$ cat config.mk
export PLATFORM = sky130hd
export DESIGN_NAME = lcd_datapath
export DESIGN_NICKNAME = d
export VERILOG_FILES = /design/src/rtl/lcd_pkg.sv /design/src/rtl/lcd_datapath.sv
export SDC_FILE = /design/constraint.sdc
export NUM_CORES = 1
export LEC_CHECK = 0
export ABC_AREA = 1
export BUFFER_PORTS_ARGS = -buffer_cell sky130_fd_sc_hd__buf_2
export CAP_MARGIN = 20
export CORE_ASPECT_RATIO = 1.75
export CORE_MARGIN = 1.5
export CORE_UTILIZATION = 50
export CTS_BUF_LIST = sky130_fd_sc_hd__clkbuf_16
export DETAILED_ROUTE_END_ITERATION = 10
export PLACE_DENSITY = 0.71
export SYNTH_ARGS = -nofsm -noshare
export SYNTH_HDL_FRONTEND = slang
export SYNTH_SLANG_ARGS = --single-unit
$ cat constraint.sdc
create_clock -name clk_in -period 13.7 [get_ports clk_in]
set_input_delay 2.055 -clock clk_in [delete_from_list [all_inputs] [get_ports clk_in]]
set_output_delay 2.055 -clock clk_in [all_outputs]
set_load 0.05 [all_outputs]
$ cat src/rtl/lcd_pkg.sv
// Purpose: Constants and types for the PHY line-coding datapath
// Assumes: Single 20 MHz clock; 100M path handled one bit per clock
// Notes:   Times are given in ns and turned into cycle counts here
package lcd_pkg;
   localparam int CLK_NS = 50;

   // Nibble timer limits: five bit slots at 100M, eight half-bits at 10M
   localparam logic [2:0] NIB100_LAST = 3'h4;
   localparam logic [2:0] NIB10_LAST  = 3'h7;

   localparam logic [4:0] CG_IDLE = 5'h1F;
   localparam logic [4:0] CG_J    = 5'h18;
   localparam logic [4:0] CG_K    = 5'h11;
   localparam logic [4:0] CG_T    = 5'h0D;
   localparam logic [4:0] CG_R    = 5'h07;
   localparam logic [4:0] CG_H    = 5'h04;
   localparam logic [3:0] START_NIB = 4'h5;

   // Data nibble 0..F to code-group
   localparam logic [4:0] CG_TAB [16] = '{5'h1E, 5'h09, 5'h14, 5'h15, 5'h0A, 5'h0B,
      5'h0E, 5'h0F, 5'h12, 5'h13, 5'h16, 5'h17, 5'h1A, 5'h1B, 5'h1C, 5'h1D};

   // Eleven-stage key register, taps for x^11 + x^9 + 1
   localparam logic [10:0] SCR_SEED  = 11'h7FF;
   localparam int          SCR_TAP_A = 10;
   localparam int          SCR_TAP_B = 8;
   localparam logic [5:0]  LOCK_MATCHES = 6'h1E;
   localparam logic [3:0]  IDLE_RUN     = 4'hA;

   // Quantizer slicing threshold for the three MLT-3 levels
   localparam logic signed [5:0] MLT_THR = 6'sh10;

   localparam int SYNC_TIMEOUT_NS  = 40000;
   localparam int SYNC_TIMEOUT_CYC = SYNC_TIMEOUT_NS / CLK_NS;
   localparam int JABBER_NS        = 45000000;
   localparam int JABBER_CYC       = JABBER_NS / CLK_NS;
   localparam int PULSE_PERIOD_NS  = 16000000;
   localparam int PULSE_PERIOD_CYC = PULSE_PERIOD_NS / CLK_NS;
   localparam int PULSE_WIDTH_NS   = 100;
   localparam int PULSE_WIDTH_CYC  = (PULSE_WIDTH_NS + CLK_NS - 1) / CLK_NS;
   localparam int PULSE_MAX_NS     = 200;
   localparam int PULSE_MAX_CYC    = PULSE_MAX_NS / CLK_NS;
   localparam int LINK_LOSS_NS     = 100000000;
   localparam int LINK_LOSS_CYC    = LINK_LOSS_NS / CLK_NS;

   typedef enum logic [1:0] {TS_IDLE, TS_K, TS_DATA, TS_R} lcd_tx_state_t;
endpackage

$ cat src/rtl/lcd_datapath.sv
// Purpose: Line-coding datapath of a 10/100 PHY between MII and analog front end
// Assumes: MII and management inputs come from logic on clk_in
// Notes:   100M path advances one line bit per clock; 10M path uses clk_in as
//          the Manchester half-bit clock
`timescale 1ns/1ns
module lcd_datapath #(
   parameter int JABBER_CYC       = lcd_pkg::JABBER_CYC,
   parameter int PULSE_PERIOD_CYC = lcd_pkg::PULSE_PERIOD_CYC,
   parameter int LINK_LOSS_CYC    = lcd_pkg::LINK_LOSS_CYC
)(
   input  wire logic       clk_in,
   input  wire logic       sys_rst_in,
   input  wire logic       speed_100_in,
   input  wire logic       descr_bypass_in,
   input  wire logic       tx_en_in,
   input  wire logic       tx_er_in,
   input  wire logic [3:0] txd_in,
   input  wire logic [5:0] rx_sample_in,
   input  wire logic       rx10_line_in,
   input  wire logic       rx10_active_in,
   output logic            tx_nib_take_out,
   output logic            mlt3_pos_out,
   output logic            mlt3_neg_out,
   output logic            tx10_line_out,
   output logic            tx10_drive_out,
   output logic [3:0]      rxd_out,
   output logic            rx_dv_out,
   output logic            rx_er_out,
   output logic            rx_nib_stb_out,
   output logic            crs_out,
   output logic            polarity_reversed_flag_out,
   output logic            link10_up_out,
   output logic            jabber_out,
   output logic            descr_locked_out
);
   if (JABBER_CYC < 2 || PULSE_PERIOD_CYC <= lcd_pkg::PULSE_WIDTH_CYC || LINK_LOSS_CYC < 2)
   begin : g_chk
      $error("lcd_datapath: count parameters too small");
   end

   function automatic logic [4:0] dec5(input logic [4:0] g);
      dec5 = 5'h00;
      for (int i = 0; i < 16; i++)
         if (lcd_pkg::CG_TAB[i] == g)
            dec5 = {1'b1, 4'(i)};
   endfunction

   // Pin synchronisers
   logic [5:0] smp_m_q, smp_q;
   logic [1:0] l10_m_q, l10_q;
   always_ff @(posedge clk_in or posedge sys_rst_in)
      if (sys_rst_in)
      begin
         smp_m_q <= 6'h00;
         smp_q   <= 6'h00;
         l10_m_q <= 2'h0;
         l10_q   <= 2'h0;
      end
      else
      begin
         smp_m_q <= rx_sample_in;
         smp_q   <= smp_m_q;
         l10_m_q <= {rx10_active_in, rx10_line_in};
         l10_q   <= l10_m_q;
      end

   // Nibble timer shared by both speeds
   logic [2:0]  nib_cnt_q, nib_lim;
   logic        nib_last, take_q;
   assign nib_lim  = speed_100_in ? lcd_pkg::NIB100_LAST : lcd_pkg::NIB10_LAST;
   assign nib_last = nib_cnt_q >= nib_lim;
   always_ff @(posedge clk_in or posedge sys_rst_in)
      if (sys_rst_in)
      begin
         nib_cnt_q <= 3'h0;
         take_q    <= 1'b0;
      end
      else
      begin
         nib_cnt_q <= nib_last ? 3'h0 : nib_cnt_q + 3'h1;
         // MAC holds TXD/TX_EN while this is high; they are taken at its closing edge
         take_q    <= (nib_cnt_q == nib_lim - 3'h1);
      end
   assign tx_nib_take_out = take_q;

   // Jabber watchdog
   logic [31:0] jab_cnt_q;
   logic        jab_q, tx_en_eff;
   assign tx_en_eff = tx_en_in & ~jab_q;
   always_ff @(posedge clk_in or posedge sys_rst_in)
      if (sys_rst_in)
      begin
         jab_cnt_q <= 32'h0;
         jab_q     <= 1'b0;
      end
      else if (!tx_en_in)
      begin
         jab_cnt_q <= 32'h0;
         jab_q     <= 1'b0;
      end
      else if (jab_cnt_q == 32'(JABBER_CYC - 1))
         jab_q <= 1'b1;
      else
         jab_cnt_q <= jab_cnt_q + 32'h1;
   assign jabber_out = jab_q;

   // 100M transmit: code-group selection
   lcd_pkg::lcd_tx_state_t ts_q, ts_d;
   logic [4:0] cg_d;
   logic       er_prev_q;
   always_comb
   begin
      cg_d = lcd_pkg::CG_IDLE;
      ts_d = ts_q;
      case (ts_q)
         lcd_pkg::TS_IDLE:
            if (tx_en_eff)
            begin
               cg_d = lcd_pkg::CG_J;
               ts_d = lcd_pkg::TS_K;
            end
         lcd_pkg::TS_K:
         begin
            cg_d = lcd_pkg::CG_K;
            ts_d = lcd_pkg::TS_DATA;
         end
         lcd_pkg::TS_DATA:
            if (!tx_en_eff)
            begin
               cg_d = lcd_pkg::CG_T;
               ts_d = lcd_pkg::TS_R;
            end
            else if (tx_er_in && !er_prev_q)
               cg_d = lcd_pkg::CG_H;
            else
               cg_d = lcd_pkg::CG_TAB[txd_in];
         lcd_pkg::TS_R:
         begin
            cg_d = lcd_pkg::CG_R;
            ts_d = lcd_pkg::TS_IDLE;
         end
         default:
            ts_d = lcd_pkg::TS_IDLE;
      endcase
   end

   // 100M transmit: shift, scramble, NRZI, MLT-3
   logic [4:0]  tsh_q;
   logic [10:0] tkey_q;
   logic        tkey, tbit, tnrzi_q, tnrzi_p_q, pos_q, neg_q;
   logic [1:0]  mlt_q, mlt_d;
   assign tkey  = tkey_q[lcd_pkg::SCR_TAP_A] ^ tkey_q[lcd_pkg::SCR_TAP_B];
   assign tbit  = tsh_q[4] ^ tkey;
   assign mlt_d = (tnrzi_q != tnrzi_p_q) ? mlt_q + 2'h1 : mlt_q;
   always_ff @(posedge clk_in or posedge sys_rst_in)
      if (sys_rst_in)
      begin
         ts_q      <= lcd_pkg::TS_IDLE;
         er_prev_q <= 1'b0;
         tsh_q     <= lcd_pkg::CG_IDLE;
         tkey_q    <= lcd_pkg::SCR_SEED;
         tnrzi_q   <= 1'b0;
         tnrzi_p_q <= 1'b0;
         mlt_q     <= 2'h0;
         pos_q     <= 1'b0;
         neg_q     <= 1'b0;
      end
      else
      begin
         if (nib_last && speed_100_in)
         begin
            ts_q      <= ts_d;
            er_prev_q <= tx_er_in;
            tsh_q     <= cg_d;
         end
         else
            tsh_q <= {tsh_q[3:0], 1'b0};
         tkey_q    <= {tkey_q[9:0], tkey};
         tnrzi_q   <= tnrzi_q ^ tbit;
         tnrzi_p_q <= tnrzi_q;
         mlt_q     <= mlt_d;
         pos_q     <= speed_100_in && (mlt_d == 2'h1);
         neg_q     <= speed_100_in && (mlt_d == 2'h3);
      end
   assign mlt3_pos_out = pos_q;
   assign mlt3_neg_out = neg_q;

   // 100M receive: slicing, NRZI, descrambling
   logic signed [5:0] smp_s;
   logic [1:0]  lvl, rlvl_q;
   logic        rnrzi_q, rnrzi_p_q, rbit, dpred, plain, locked_q, idle_seen, abort_q;
   logic [10:0] dkey_q;
   logic [5:0]  mcnt_q;
   logic [31:0] tmo_q;
   logic [3:0]  run_q;
   logic [14:0] win_q;
   assign smp_s = smp_q;
   assign lvl   = (smp_s > lcd_pkg::MLT_THR) ? 2'h1 :
                  (smp_s < -lcd_pkg::MLT_THR) ? 2'h3 : 2'h0;
   assign rbit  = rnrzi_q ^ rnrzi_p_q;
   assign dpred = dkey_q[lcd_pkg::SCR_TAP_A] ^ dkey_q[lcd_pkg::SCR_TAP_B];
   assign plain = descr_bypass_in ? rbit : rbit ^ dpred;
   assign idle_seen = run_q >= lcd_pkg::IDLE_RUN;
   always_ff @(posedge clk_in or posedge sys_rst_in)
      if (sys_rst_in)
      begin
         rlvl_q    <= 2'h0;
         rnrzi_q   <= 1'b0;
         rnrzi_p_q <= 1'b0;
         dkey_q    <= lcd_pkg::SCR_SEED;
         mcnt_q    <= 6'h00;
         locked_q  <= 1'b0;
         tmo_q     <= 32'h0;
         abort_q   <= 1'b0;
         run_q     <= 4'h0;
         win_q     <= 15'h0000;
      end
      else
      begin
         rlvl_q    <= lvl;
         rnrzi_q   <= rnrzi_q ^ (lvl != rlvl_q);
         rnrzi_p_q <= rnrzi_q;
         win_q     <= {win_q[13:0], plain};
         run_q     <= !plain ? 4'h0 : idle_seen ? run_q : run_q + 4'h1;
         abort_q   <= 1'b0;
         if (!locked_q)
         begin
            // Idle carries all ones, so the line bit inverted is the key
            dkey_q <= {dkey_q[9:0], ~rbit};
            mcnt_q <= (~rbit == dpred) ? mcnt_q + 6'h01 : 6'h00;
            locked_q <= (mcnt_q == lcd_pkg::LOCK_MATCHES);
            tmo_q  <= 32'h0;
         end
         else
         begin
            dkey_q <= {dkey_q[9:0], dpred};
            if (idle_seen)
               tmo_q <= 32'h0;
            else if (tmo_q == 32'(lcd_pkg::SYNC_TIMEOUT_CYC - 1))
            begin
               locked_q <= 1'b0;
               mcnt_q   <= 6'h00;
               abort_q  <= 1'b1;
               tmo_q    <= 32'h0;
            end
            else
               tmo_q <= tmo_q + 32'h1;
         end
      end
   assign descr_locked_out = locked_q;

   // 10M receive: polarity, link pulses, Manchester decode
   logic        act, lv, prev_lv_q, plvl_q, pol_q, up_q, started_q, r10_rdy_q, mid;
   logic [31:0] act_cnt_q, lcnt_q;
   logic [1:0]  smid_q, bcnt_q;
   logic [3:0]  n10_q;
   assign act = l10_q[1];
   assign lv  = l10_q[0] ^ pol_q;
   // Level seen before squelch opened is stale, so the first active sample is no edge
   assign mid = act && act_cnt_q != 32'h0 && (lv != prev_lv_q) &&
                (!started_q || smid_q != 2'h0);
   always_ff @(posedge clk_in or posedge sys_rst_in)
      if (sys_rst_in)
      begin
         prev_lv_q <= 1'b0;
         plvl_q    <= 1'b0;
         pol_q     <= 1'b0;
         up_q      <= 1'b0;
         act_cnt_q <= 32'h0;
         lcnt_q    <= 32'h0;
         started_q <= 1'b0;
         smid_q    <= 2'h0;
         bcnt_q    <= 2'h0;
         n10_q     <= 4'h0;
         r10_rdy_q <= 1'b0;
      end
      else
      begin
         prev_lv_q <= lv;
         r10_rdy_q <= 1'b0;
         if (act)
         begin
            act_cnt_q <= act_cnt_q + 32'h1;
            plvl_q    <= l10_q[0];
         end
         else
            act_cnt_q <= 32'h0;
         if (!act && act_cnt_q != 32'h0)
         begin
            // A short burst is a link pulse; its sign reveals a swapped pair
            if (act_cnt_q <= 32'(lcd_pkg::PULSE_MAX_CYC))
               pol_q <= ~plvl_q;
            lcnt_q <= 32'h0;
            up_q   <= 1'b1;
         end
         else if (lcnt_q == 32'(LINK_LOSS_CYC - 1))
            up_q <= 1'b0;
         else
            lcnt_q <= lcnt_q + 32'h1;
         if (!act)
         begin
            started_q <= 1'b0;
            bcnt_q    <= 2'h0;
            smid_q    <= 2'h0;
         end
         else if (mid)
         begin
            started_q <= 1'b1;
            smid_q    <= 2'h0;
            n10_q     <= {lv, n10_q[3:1]};
            bcnt_q    <= bcnt_q + 2'h1;
            r10_rdy_q <= (bcnt_q == 2'h3);
         end
         else if (smid_q != 2'h3)
            smid_q <= smid_q + 2'h1;
      end
   assign polarity_reversed_flag_out = pol_q;
   assign link10_up_out              = up_q;

   // Receive MII outputs, 100M framing and 5B/4B decoding
   logic       rf_q, t_seen_q, i_seen_q, sec_q, stb_q, dv_q, er_q, crs_q;
   logic [2:0] rph_q;
   logic [3:0] rxd_q;
   logic [4:0] dg;
   assign dg = dec5(win_q[4:0]);
   always_ff @(posedge clk_in or posedge sys_rst_in)
      if (sys_rst_in)
      begin
         rf_q     <= 1'b0;
         t_seen_q <= 1'b0;
         i_seen_q <= 1'b0;
         sec_q    <= 1'b0;
         rph_q    <= 3'h0;
         stb_q    <= 1'b0;
         dv_q     <= 1'b0;
         er_q     <= 1'b0;
         crs_q    <= 1'b0;
         rxd_q    <= 4'h0;
      end
      else
      begin
         stb_q <= 1'b0;
         er_q  <= 1'b0;
         sec_q <= 1'b0;
         if (!speed_100_in)
         begin
            rf_q  <= 1'b0;
            dv_q  <= started_q;
            crs_q <= act && act_cnt_q > 32'(lcd_pkg::PULSE_MAX_CYC);
            stb_q <= r10_rdy_q;
            if (r10_rdy_q)
               rxd_q <= n10_q;
         end
         else if (abort_q || (!locked_q && !descr_bypass_in))
         begin
            rf_q  <= 1'b0;
            dv_q  <= 1'b0;
            crs_q <= 1'b0;
         end
         else if (!rf_q)
         begin
            dv_q  <= 1'b0;
            crs_q <= 1'b0;
            // Delimiter pair counts only right after an idle group
            if (win_q == {lcd_pkg::CG_IDLE, lcd_pkg::CG_J, lcd_pkg::CG_K})
            begin
               rf_q     <= 1'b1;
               dv_q     <= 1'b1;
               crs_q    <= 1'b1;
               stb_q    <= 1'b1;
               rxd_q    <= lcd_pkg::START_NIB;
               sec_q    <= 1'b1;
               rph_q    <= 3'h0;
               t_seen_q <= 1'b0;
               i_seen_q <= 1'b0;
            end
         end
         else
         begin
            if (sec_q)
            begin
               stb_q <= 1'b1;
               rxd_q <= lcd_pkg::START_NIB;
            end
            rph_q <= (rph_q == 3'h4) ? 3'h0 : rph_q + 3'h1;
            if (rph_q == 3'h4)
            begin
               if (t_seen_q)
               begin
                  rf_q  <= 1'b0;
                  dv_q  <= 1'b0;
                  crs_q <= 1'b0;
                  er_q  <= win_q[4:0] != lcd_pkg::CG_R;
               end
               else if (win_q[4:0] == lcd_pkg::CG_T)
                  t_seen_q <= 1'b1;
               else if (win_q[4:0] == lcd_pkg::CG_IDLE)
               begin
                  i_seen_q <= 1'b1;
                  if (i_seen_q)
                  begin
                     rf_q  <= 1'b0;
                     dv_q  <= 1'b0;
                     crs_q <= 1'b0;
                  end
               end
               else
               begin
                  // J, K, R or H in mid-frame decode as invalid
                  i_seen_q <= 1'b0;
                  stb_q    <= 1'b1;
                  rxd_q    <= dg[3:0];
                  er_q     <= !dg[4];
               end
            end
         end
      end
   assign rxd_out        = rxd_q;
   assign rx_dv_out      = dv_q;
   assign rx_er_out      = er_q;
   assign rx_nib_stb_out = stb_q;
   assign crs_out        = crs_q;

   // 10M transmit: Manchester data or link pulses
   logic [3:0]  sh10_q;
   logic        on10_q, line_q, drv_q, man;
   logic [31:0] ncnt_q;
   // First half carries the inverse, second half the bit itself
   assign man = nib_cnt_q[0] ? sh10_q[nib_cnt_q[2:1]] : ~sh10_q[nib_cnt_q[2:1]];
   always_ff @(posedge clk_in or posedge sys_rst_in)
      if (sys_rst_in)
      begin
         sh10_q <= 4'h0;
         on10_q <= 1'b0;
         ncnt_q <= 32'h0;
         line_q <= 1'b0;
         drv_q  <= 1'b0;
      end
      else
      begin
         if (nib_last)
         begin
            on10_q <= !speed_100_in && tx_en_eff;
            sh10_q <= txd_in;
         end
         ncnt_q <= (on10_q || ncnt_q == 32'(PULSE_PERIOD_CYC - 1)) ? 32'h0 : ncnt_q + 32'h1;
         if (speed_100_in)
         begin
            line_q <= 1'b0;
            drv_q  <= 1'b0;
         end
         else if (on10_q)
         begin
            line_q <= man;
            drv_q  <= 1'b1;
         end
         else
         begin
            line_q <= ncnt_q < 32'(lcd_pkg::PULSE_WIDTH_CYC);
            drv_q  <= ncnt_q < 32'(lcd_pkg::PULSE_WIDTH_CYC);
         end
      end
   assign tx10_line_out  = line_q;
   assign tx10_drive_out = drv_q;
endmodule

# ---- Yosys cells after proc, flatten, opt, wreduce, memory -nomap -nowiden
# Memories as Yosys holds them, arrays and structs flattened.
# Index checks and enable logic that the tools add are counted.
dict set report op_classes {
  magnitude_cmp 9
  n_eq_ne 57
  reduce_logical 36
  muxes 133
  addsub 13
  bitwise 15
}
# operator n
set op_table {}
lappend op_table {{2-to-1 mux 32 bit} 9}
lappend op_table {{adder 32 x 1 -> 32 bit, second input constant} 5}
lappend op_table {{2-to-1 mux 5 bit} 21}
lappend op_table {{2-to-1 mux 1 bit} 68}
lappend op_table {{equality test 5 bit, first input constant} 11}
lappend op_table {{2-to-1 mux 4 bit} 12}
lappend op_table {{equality test 32 x 10 -> 1 bit, second input constant} 1}
lappend op_table {{equality test 32 x 19 -> 1 bit, second input constant} 1}
lappend op_table {{equality test 32 x 20 -> 1 bit, second input constant} 1}
lappend op_table {{equality test 32 x 21 -> 1 bit, second input constant} 1}
lappend op_table {{> comparator 32 x 3 -> 1 bit, second input constant} 1}
lappend op_table {{less-or-equal comparator 32 x 3 -> 1 bit, second input constant} 1}
lappend op_table {{less-than comparator 32 x 2 -> 1 bit, second input constant} 1}
lappend op_table {{nonzero test 32 bit} 1}
lappend op_table {{equality test 4 x 5 -> 1 bit, first input constant} 5}
lappend op_table {{2-to-1 mux 6 bit} 4}
lappend op_table {{2-to-1 mux 2 bit} 11}
lappend op_table {{!= test 2 bit, second input constant} 10}
lappend op_table {{case mux 5 bit (4 select lines)} 1}
lappend op_table {{equality test 15 bit, second input constant} 1}
lappend op_table {{2-to-1 mux 3 bit} 5}
lappend op_table {{logical AND 1 bit} 11}
lappend op_table {{!= test 5 x 2 -> 1 bit, second input constant} 2}
lappend op_table {{AND reduction 3 bit} 3}
lappend op_table {{39 further kinds} 76}
dict set report totals {
  mem_bits_ro 80
  n_memories 1
  elab_cells 317
  regBits 284
  input_bits 18
  out_inout_bits 17
}
# memory depth width read_ports rd_ports_with_merged_regs wr line
set mem_list {}
lappend mem_list {{(no name shown)} 16 5 1 0 0 lcd_datapath.sv:136} ;# cg_d = lcd_pkg::CG_TAB[txd_in];

# ---- Logic depth before layout (Yosys ltp)
# Gate-level depths: netlist of run 1.
dict set report logic_depth {
  ltp_word 25
  depth_mapped 12
  ltp_nobuf 12
}

# ---- Least setup slack after synthesis of run 1
# No wires, ideal clock.
dict set report synth_timing {
  path_kind {input to register}
  startpoint {input speed_100_in}
  endpoint {register ts_q[1]}
  t_arrival_ns 3.437
  path_stages 11
  setup_slack_ns 10.141
  required_time_ns 13.578
  setup_ns 0.122
  path_buffers 1
  cell_sequence {buf_2 > clkinv_1 > ha_1 > inv_1 > nand2_1 > a21o_1 > nand2_1 > nor2_1 > nand2_1 > nor2_1 > a21oi_1}
}
dict set report synth_via {
  elab_chain_len 4
}
# item line
set synth_lines {}
lappend synth_lines {{start: declaration} lcd_datapath.sv:13} ;# input wire logic speed_100_in,
lappend synth_lines {{2-to-1 mux 2 bit} lcd_datapath.sv:70} ;# assign nib_lim = speed_100_in ? lcd_pkg::NIB100_LAST : lcd_pkg::NIB10_LAST;
lappend synth_lines {{>= comparator 3 bit} lcd_datapath.sv:71} ;# assign nib_last = nib_cnt_q >= nib_lim;
lappend synth_lines {{logical AND 1 bit (*)} lcd_datapath.sv:170} ;# if (nib_last && speed_100_in)
lappend synth_lines {{AND reduction 3 bit (no line) (*)} --}
lappend synth_lines {{end signal: assignment} lcd_datapath.sv:158} ;# ts_q <= lcd_pkg::TS_IDLE;
lappend synth_lines {{end signal: assignment} lcd_datapath.sv:172} ;# ts_q <= ts_d;
lappend synth_lines {{end: declaration} lcd_datapath.sv:108} ;# lcd_pkg::lcd_tx_state_t ts_q, ts_d;
# Every way passes the cells marked *; elsewhere a longest branch is shown, timed or not.
# A chain may end at the register's enable or synchronous reset.

# ---- Worst setup path in the final report of run 1
dict set report layout_timing {
  startpoint {register locked_q (netlist: descr_locked_out)}
  endpoint {output descr_locked_out}
}
# item line
set layout_lines {}
lappend layout_lines {{start: declaration} lcd_datapath.sv:191} ;# logic rnrzi_q, rnrzi_p_q, rbit, dpred, plain, locked_q, idle_seen, abort_q;
lappend layout_lines {{start signal: assignment} lcd_datapath.sv:231} ;# locked_q <= (mcnt_q == lcd_pkg::LOCK_MATCHES);
lappend layout_lines {{end: declaration} lcd_datapath.sv:34} ;# output logic descr_locked_out
# No word-level cell between the ends.

==> results of run 1 <==
-- how the worst max path moves through the flow --
| stage | startpoint | end | slack [ns] | cells after the start |
|---|---|---|---|---|
| detailed placement | speed_100_in | ts_q[0] | 9.74 | 11 |
| CTS | descr_locked_out | descr_locked_out | 10.13 | 1 |
| finish | descr_locked_out | descr_locked_out | 10.16 | 1 |
| global placement | speed_100_in | ts_q[0] | 9.75 | 11 |
| global route | speed_100_in | ts_q[0] | 10.06 | 11 |
| floorplan | sys_rst_in | abort_q | 3.85 | 1 |
-- sequential cells by signal (all words and copies together), names as in the netlist, 5 cells and up --
name	cells
tkey_q	11
tmo_q	32
lcnt_q	32
ncnt_q	32
jab_cnt_q	32
smp_q	6
mcnt_q	6
smp_m_q	6
dkey_q	11
win_q	15
tsh_q	5
act_cnt_q	32
-- kinds of logic (layout without fill, tap and decap cells) --
kind of cell	after synthesis	count (layout)	synth area share
buf+inv	267	330	0.0694
xor+xnor	110	110	0.0650
compound gates	131	131	0.0501
flops	284	284	0.482
fa+ha+maj	21	21	0.0177
simple gates	1048	1048	0.316
-- cells in the final DEF (no fill, tap or decap), types with 7 or more instances in the layout --
master and n:
clkbuf_16 28, dfstp_2 27, dfrtp_1 257, xnor2_1 25, o21ai_1 7, o21ai_0 53
nor4_1 24, nand4_1 54, nor2_2 10, nor2_1 305, nor3_2 13, inv_1 227
a21oi_1 46, nand3_1 106, nor3_1 101, ha_1 21, xor2_1 85, clkinv_1 9
buf_2 34, nand2_1 397, a31oi_1 7, inv_2 16
-- cell type report --
cell class	count	share of cell area
Clock buffer	28	0.0432
Clock inverter	22	0.00709
Inverter	244	0.0571
Multi-Input combinational cell	1310	0.410
Sequential cell	284	0.440
Tap cell	382	0.0295
Timing Repair Buffer	36	0.0134
-- metrics by stage --
step / util / hold slack, ns / instance area (um^2) / setup WS (ns)
after floorplan: - / 0.331 / 14800 / 3.85
after global placement: 0.525 / 0.333 / 15400 / 9.75
after detailed placement: 0.525 / 0.335 / 15400 / 9.74
after CTS: 0.553 / 0.349 / 16200 / 10.13
after global routing: 0.554 / 0.351 / 16200 / 10.06
final: 0.554 / 0.347 / 16200 / 10.16
-- power breakdown --
part	switching (uW)	internal [uW]	leakage [uW]
Clock	323	372	0.000409
Combinational	262	128	0.00327
Sequential	92.5	966	0.00370
-- metal layers --
layer / GRT usage / share of wire / vias up / wire length (um)
met5: 0 / 0.00040 / - / 14
met4: 0.151 / 0.066 / 2 / 2320
met3: 0.0253 / 0.034 / 139 / 1200
met2: 0.449 / 0.54 / 280 / 18900
met1: 0.244 / 0.36 / 5708 / 12800
li1: - / - / 6071 / -
==> flow_metrics.tcl, run 1 <==
set metrics [dict create \
    place_congestion 0.976 \
    cp_cell_sequence "buf_2" \
    final_cell_count_no_fill 2306 \
    syn_nets 1900 \
    grt_pass1_wl_um 58700 \
    fmax_mhz 283 \
    clk_pin_slew_ns 0.07 \
    hold_viol_final 0 \
    area_delta_synth_final_pct 9.51 \
    drt-initial-drc-count 607 \
    crit_fanout 11 \
    vias 12200 \
    regArea_um2 7140 \
    crit_slowest_cell "dfrtp_1" \
    grt_pass1_vias 12414 \
    cts_tree "built" \
    post_cts_buffers 0 \
    initial_core_util 0.506 \
    die-area_um2 30700 \
    ff2ff_path_depth 4 \
    synth_top_cells_by_area "dfrtp_1 43%, nand2_1 10%, nor2_1 7.7%" \
    criticalPathCategory "register to output pin" \
    synth.distinct_cells 55 \
    cp-start-kind "register" \
    nets 1942 \
    synth_top_area_cell "dfrtp_1" \
    p_per_area_nw_per_um2 132 \
    slew_headroom 0.356 \
    nFillCells 2730 \
    tns_ns 0 \
    io_pins 35 \
    antenna_found_initial 1 \
    grt_overflow 0 \
    grt_use_total 0.236 \
    post-route-period-util 0.258 \
    ys_warn_count 0 \
    die_x_um 133 \
    required_ns 11.64 \
    drt_first_pass_iters 5 \
    clock-root-buffer "clkbuf_16" \
    r2r-end "tmo_q[4]" \
    yosysMostFrequentCell "nand2_1" \
    ir_worst_vdd_v 0.000104 \
    finalWirelength_um 35200 \
    synth_seq_cells 284 \
    cp_num_buf_inv 1 \
    grt_max_degree 188 \
    htree_levels 1 \
    ys_async_sr_fraction 1.00 \
    portBuffers 34 \
    worst_hold_path_type "register to register" \
    cts_buffer_depth 3 \
    total_power_uw 2140 \
    layout-drive-gt1-share 0.0884 \
    n_antenna_cell 0 \
    cap_violations 0 \
    cts-buffers-inserted 27 \
    max_stage_delay_ns 0.58 \
    core-area_um2 29300 \
    wl_per_cell_um 15.3 \
    post_cts_resized 0 \
    worstMarginPinSlew_ns 0.966 \
    placed_cells 2255 \
    antenna_left 0 \
    syn_area_um2 14800 \
    cts_sinks 284 \
    clock_latency_ns 0.56 \
    row_count 83 \
    drc 0 \
    dpl.hpwl_um 26600 \
    fin_crit_ns 3.54 \
    cpLargestDelayFamily "flip-flops" \
    r2r_slack_ns 11.25 \
    synth_edf_count 0 \
    via_per_inst 5.29 \
    min_from "smp_m_q[2]" \
    hold_end "smp_q[2]" \
    power_leakage_uw 0.00738 \
    min_path_cells 0 \
    postSynthAreaPerCell_um2 7.96 \
    die_y_um 231 \
    ys_top_cells_by_count "397 x nand2_1, 305 x nor2_1, 257 x dfrtp_1, 224 x inv_1, 106 x nand3_1" \
    crit_arrival_ns 1.48 \
    multi_input_area_um2 6650 \
    ys.flop_type "dfrtp_1" \
    syn_inst 1861 \
    status "completed" \
    rsz0062_at_grt "no" \
    synth_top_area_frac 0.434 \
    critical_path.endpoint_type "output pin" \
    clock_skew_ns 0.0190 \
    slew_violations 0 \
    yosysSeqAreaShare 0.482 \
    r2r-start "run_q[1]" \
    cts_hold_buf 0 \
    setup_violations 0 \
]
Note: power is estimated with default switching activity, not from simulation.
==> run 2, diff against run 1 <==
--- a/config.mk
+++ b/config.mk
@@ -5,7 +5,7 @@
 export SDC_FILE = /design/constraint.sdc
 export NUM_CORES = 1
 export LEC_CHECK = 0
-export ABC_AREA = 1
+export ABC_AREA = 0
 export BUFFER_PORTS_ARGS = -buffer_cell sky130_fd_sc_hd__buf_2
 export CAP_MARGIN = 20
 export CORE_ASPECT_RATIO = 1.75
@@ -13,7 +13,7 @@
 export CORE_UTILIZATION = 50
 export CTS_BUF_LIST = sky130_fd_sc_hd__clkbuf_16
 export DETAILED_ROUTE_END_ITERATION = 10
-export PLACE_DENSITY = 0.71
+export PLACE_DENSITY = 0.74
 export SYNTH_ARGS = -nofsm -noshare
 export SYNTH_HDL_FRONTEND = slang
 export SYNTH_SLANG_ARGS = --single-unit
==> constraint.sdc (replaced) <==
create_clock -name clk_in -period 2.9 [get_ports clk_in]
set_input_delay 0.435 -clock clk_in [delete_from_list [all_inputs] [get_ports clk_in]]
set_output_delay 0.435 -clock clk_in [all_outputs]
set_load 0.05 [all_outputs]
==> run 2 against run 1 <==
Net effect:
- sequential power grew to 4.8 times the previous value
- die area down 9.5%
- sequential share of layout area increased by 3.9 points
- wire length fell by 26%
- via count down 22%
- global-route usage decreased by 4.3 points
- critical path depth rose by 4
- critical path type is now register to register
==> flow_metrics.tcl, run 2 <==
set metrics [dict create \
    grt_max_degree 169 \
    via_per_inst 5.73 \
    clk_pin_slew_ns 0.07 \
    cts-buffers-inserted 26 \
    seqPwrFrac 0.485 \
    power.net_switching_uw 3040 \
    post-route-period-util 0.811 \
    drt-initial-drc-count 519 \
    cts_sinks 284 \
    fmax_mhz 425 \
    cts_buffer_depth 3 \
    rsz0062_at_grt "no" \
    final_cell_mix "257 x dfrtp_1, 133 x nor2_1, 88 x xor2_1" \
    yosysSeqAreaShare 0.533 \
    clock_latency_ns 0.54 \
    portBuffers 34 \
    tns_ns 0 \
    swShare 0.292 \
    synth.distinct_cells 74 \
    worstMarginPinSlew_ns 0.902 \
    hold_viol_final 0 \
    nets 1362 \
    antenna_found_initial 4 \
    synth_edf_count 0 \
    ir_worst_vdd_v 0.000414 \
    cts_tree "built" \
    vias 9569 \
    die_y_um 219 \
    grt_pass1_vias 9471 \
    grt_use_total 0.193 \
    postSynthAreaPerCell_um2 10.4 \
    dpl.hpwl_um 17400 \
    critical_path.endpoint_type "register" \
    slew_headroom 0.399 \
    cap_violations 0 \
    p_clk_frac 0.345 \
    fin_crit_ns 2.35 \
    ys_async_sr_fraction 1.00 \
    p_per_area_nw_per_um2 700 \
    final_cell_count_no_fill 1669 \
    final_area_um2 14900 \
    wl_per_cell_um 15.7 \
    crit_arrival_ns 2.77 \
    io_pins 35 \
    post_cts_resized 0 \
    p_int_uw 7380 \
    whs_ns 0.0217 \
    post_cts_buffers 0 \
    die-area_um2 27800 \
    place_congestion 0.831 \
    synth_top_area_cell "dfrtp_1" \
    syn_area_um2 13400 \
    yosysMostFrequentCell "dfrtp_1" \
    crit_fanout 13 \
    status "completed" \
    area_delta_synth_final_pct 11.2 \
    placed_cells 1612 \
    clock-root-buffer "clkbuf_16" \
    initial_core_util 0.505 \
    required_ns 3.32 \
    total_power_uw 10400 \
    drt_first_pass_iters 5 \
    worst_hold_path_type "primary input to register" \
    finalWirelength_um 26200 \
    row_count 79 \
    placed_area_um2 13900 \
    drc 0 \
    htree_levels 1 \
    setup_violations 0 \
    power_leakage_uw 0.00659 \
    grt_pass1_wl_um 44900 \
    combinationalPowerShare 0.171 \
    ys_warn_count 0 \
    ys_top_cells_by_count "257 x dfrtp_1, 133 x nor2_1, 88 x xor2_1, 82 x nand2_1, 73 x nand3_1" \
    nFillCells 2237 \
    slew_violations 0 \
    synth_top_area_frac 0.480 \
    clock_skew_ns 0.0134 \
    ys.flop_type "dfrtp_1" \
    die_x_um 127 \
    grt_overflow 0 \
    core-area_um2 26500 \
    criticalPathCategory "register to register" \
    cp-start-kind "register" \
    synth_seq_cells 284 \
    syn_inst 1285 \
    syn_nets 1324 \
    final_common_cell "dfrtp_1" \
    synth_top_cells_by_area "dfrtp_1 48%, xor2_1 5.8%, dfstp_2 5.3%" \
    layout-drive-gt1-share 0.111 \
    antenna_left 0 \
]
==> run 2: cell count changes after synthesis, sizes merged, moves of 24 or more <==
cell    delta
xnor2     +32
nand3     -35
a21oi     -24
clkbuf    +25
nand2    -318
and3      +24
nor3      -79
inv      -200
and2      +50
nor2     -183
==> run 2: layer usage <==
layer / up-vias / share of wire / wire (um) / GRT usage
met5: - / 0.00088 / 23 / 0
met3: 45 / 0.031 / 824 / 0.0265
li1: 4580 / - / - / -
met2: 129 / 0.54 / 14100 / 0.365
met4: 4 / 0.023 / 606 / 0.0614
met1: 4811 / 0.41 / 10700 / 0.225
==> run 2: final timing paths <==
kind	from	end	slack [ns]	cells after the start
min	rx_sample_in[5]	smp_m_q[5]	0.02	1
min reg2reg	smp_m_q[5]	smp_q[5]	0.35	0
max	win_q[4]	rph_q[2]	0.55	5
min in group asynchronous	sys_rst_in	jab_cnt_q[1]	0.11	3
max in group asynchronous	sys_rst_in	tmo_q[25]	2.06	3
max reg2reg	win_q[4]	rph_q[2]	0.55	5
==> run 2: layout make-up <==
type                       instances  area, um^2  share of cell area
antenna                            2        5.00            0.000336
clock buffer                      27         676              0.0454
clock inverter                    21         224              0.0150
inverter                          41         158              0.0106
multi-input combinational        917        5930               0.398
sequential                       284        7140               0.479
tap                              324         405              0.0272
timing repair buffer              53         355              0.0239
==> run 2: cells by family after synthesis <==
| family | count (synthesis) | synth area share |
|---|---|---|
| adder cells (fa/ha/maj) | 21 | 0.0196 |
| AO/OA/AOI/OAI | 127 | 0.0621 |
| flip-flops | 284 | 0.533 |
| multiplexers | 26 | 0.0214 |
| AND/OR/NAND/NOR | 598 | 0.245 |
| buffers and inverters | 84 | 0.0240 |
| XOR/XNOR | 145 | 0.0949 |
==> run 2: power by group through the flow <==
| stage | Combinational, uW | Sequential [uW] | Clock (uW) |
|---|---|---|---|
| floorplan | 1360 | 5050 | 0 |
| global placement | 1710 | 5080 | 0 |
| detailed placement | 1760 | 5120 | 0 |
| CTS | 1810 | 5050 | 3680 |
| global route | 1990 | 5130 | 3850 |
| finish | 1780 | 5050 | 3590 |
==> run 2: what timing repair did <==
action                                  in CTS  in global routing
endpoints found under the setup margin       0                  0
hold buffers                                 7                  0
endpoints found under the hold margin        7                  0
==> run 2: critical path, cell delays in order (launching register included) <==
cell and delay [ns]:
dfrtp_1 0.61, nor3b_1 0.48, a41oi_1 0.28, or2_1 0.39, or3_1 0.38, o311ai_1 0.09
==> run 2: per-stage QoR <==
step	util	setup WS, ns
after CTS	0.562	0.621
after detailed placement	0.525	0.635
after floorplan	-	-1.28
after global placement	0.525	0.646
final	0.562	0.549
after global routing	0.562	0.410
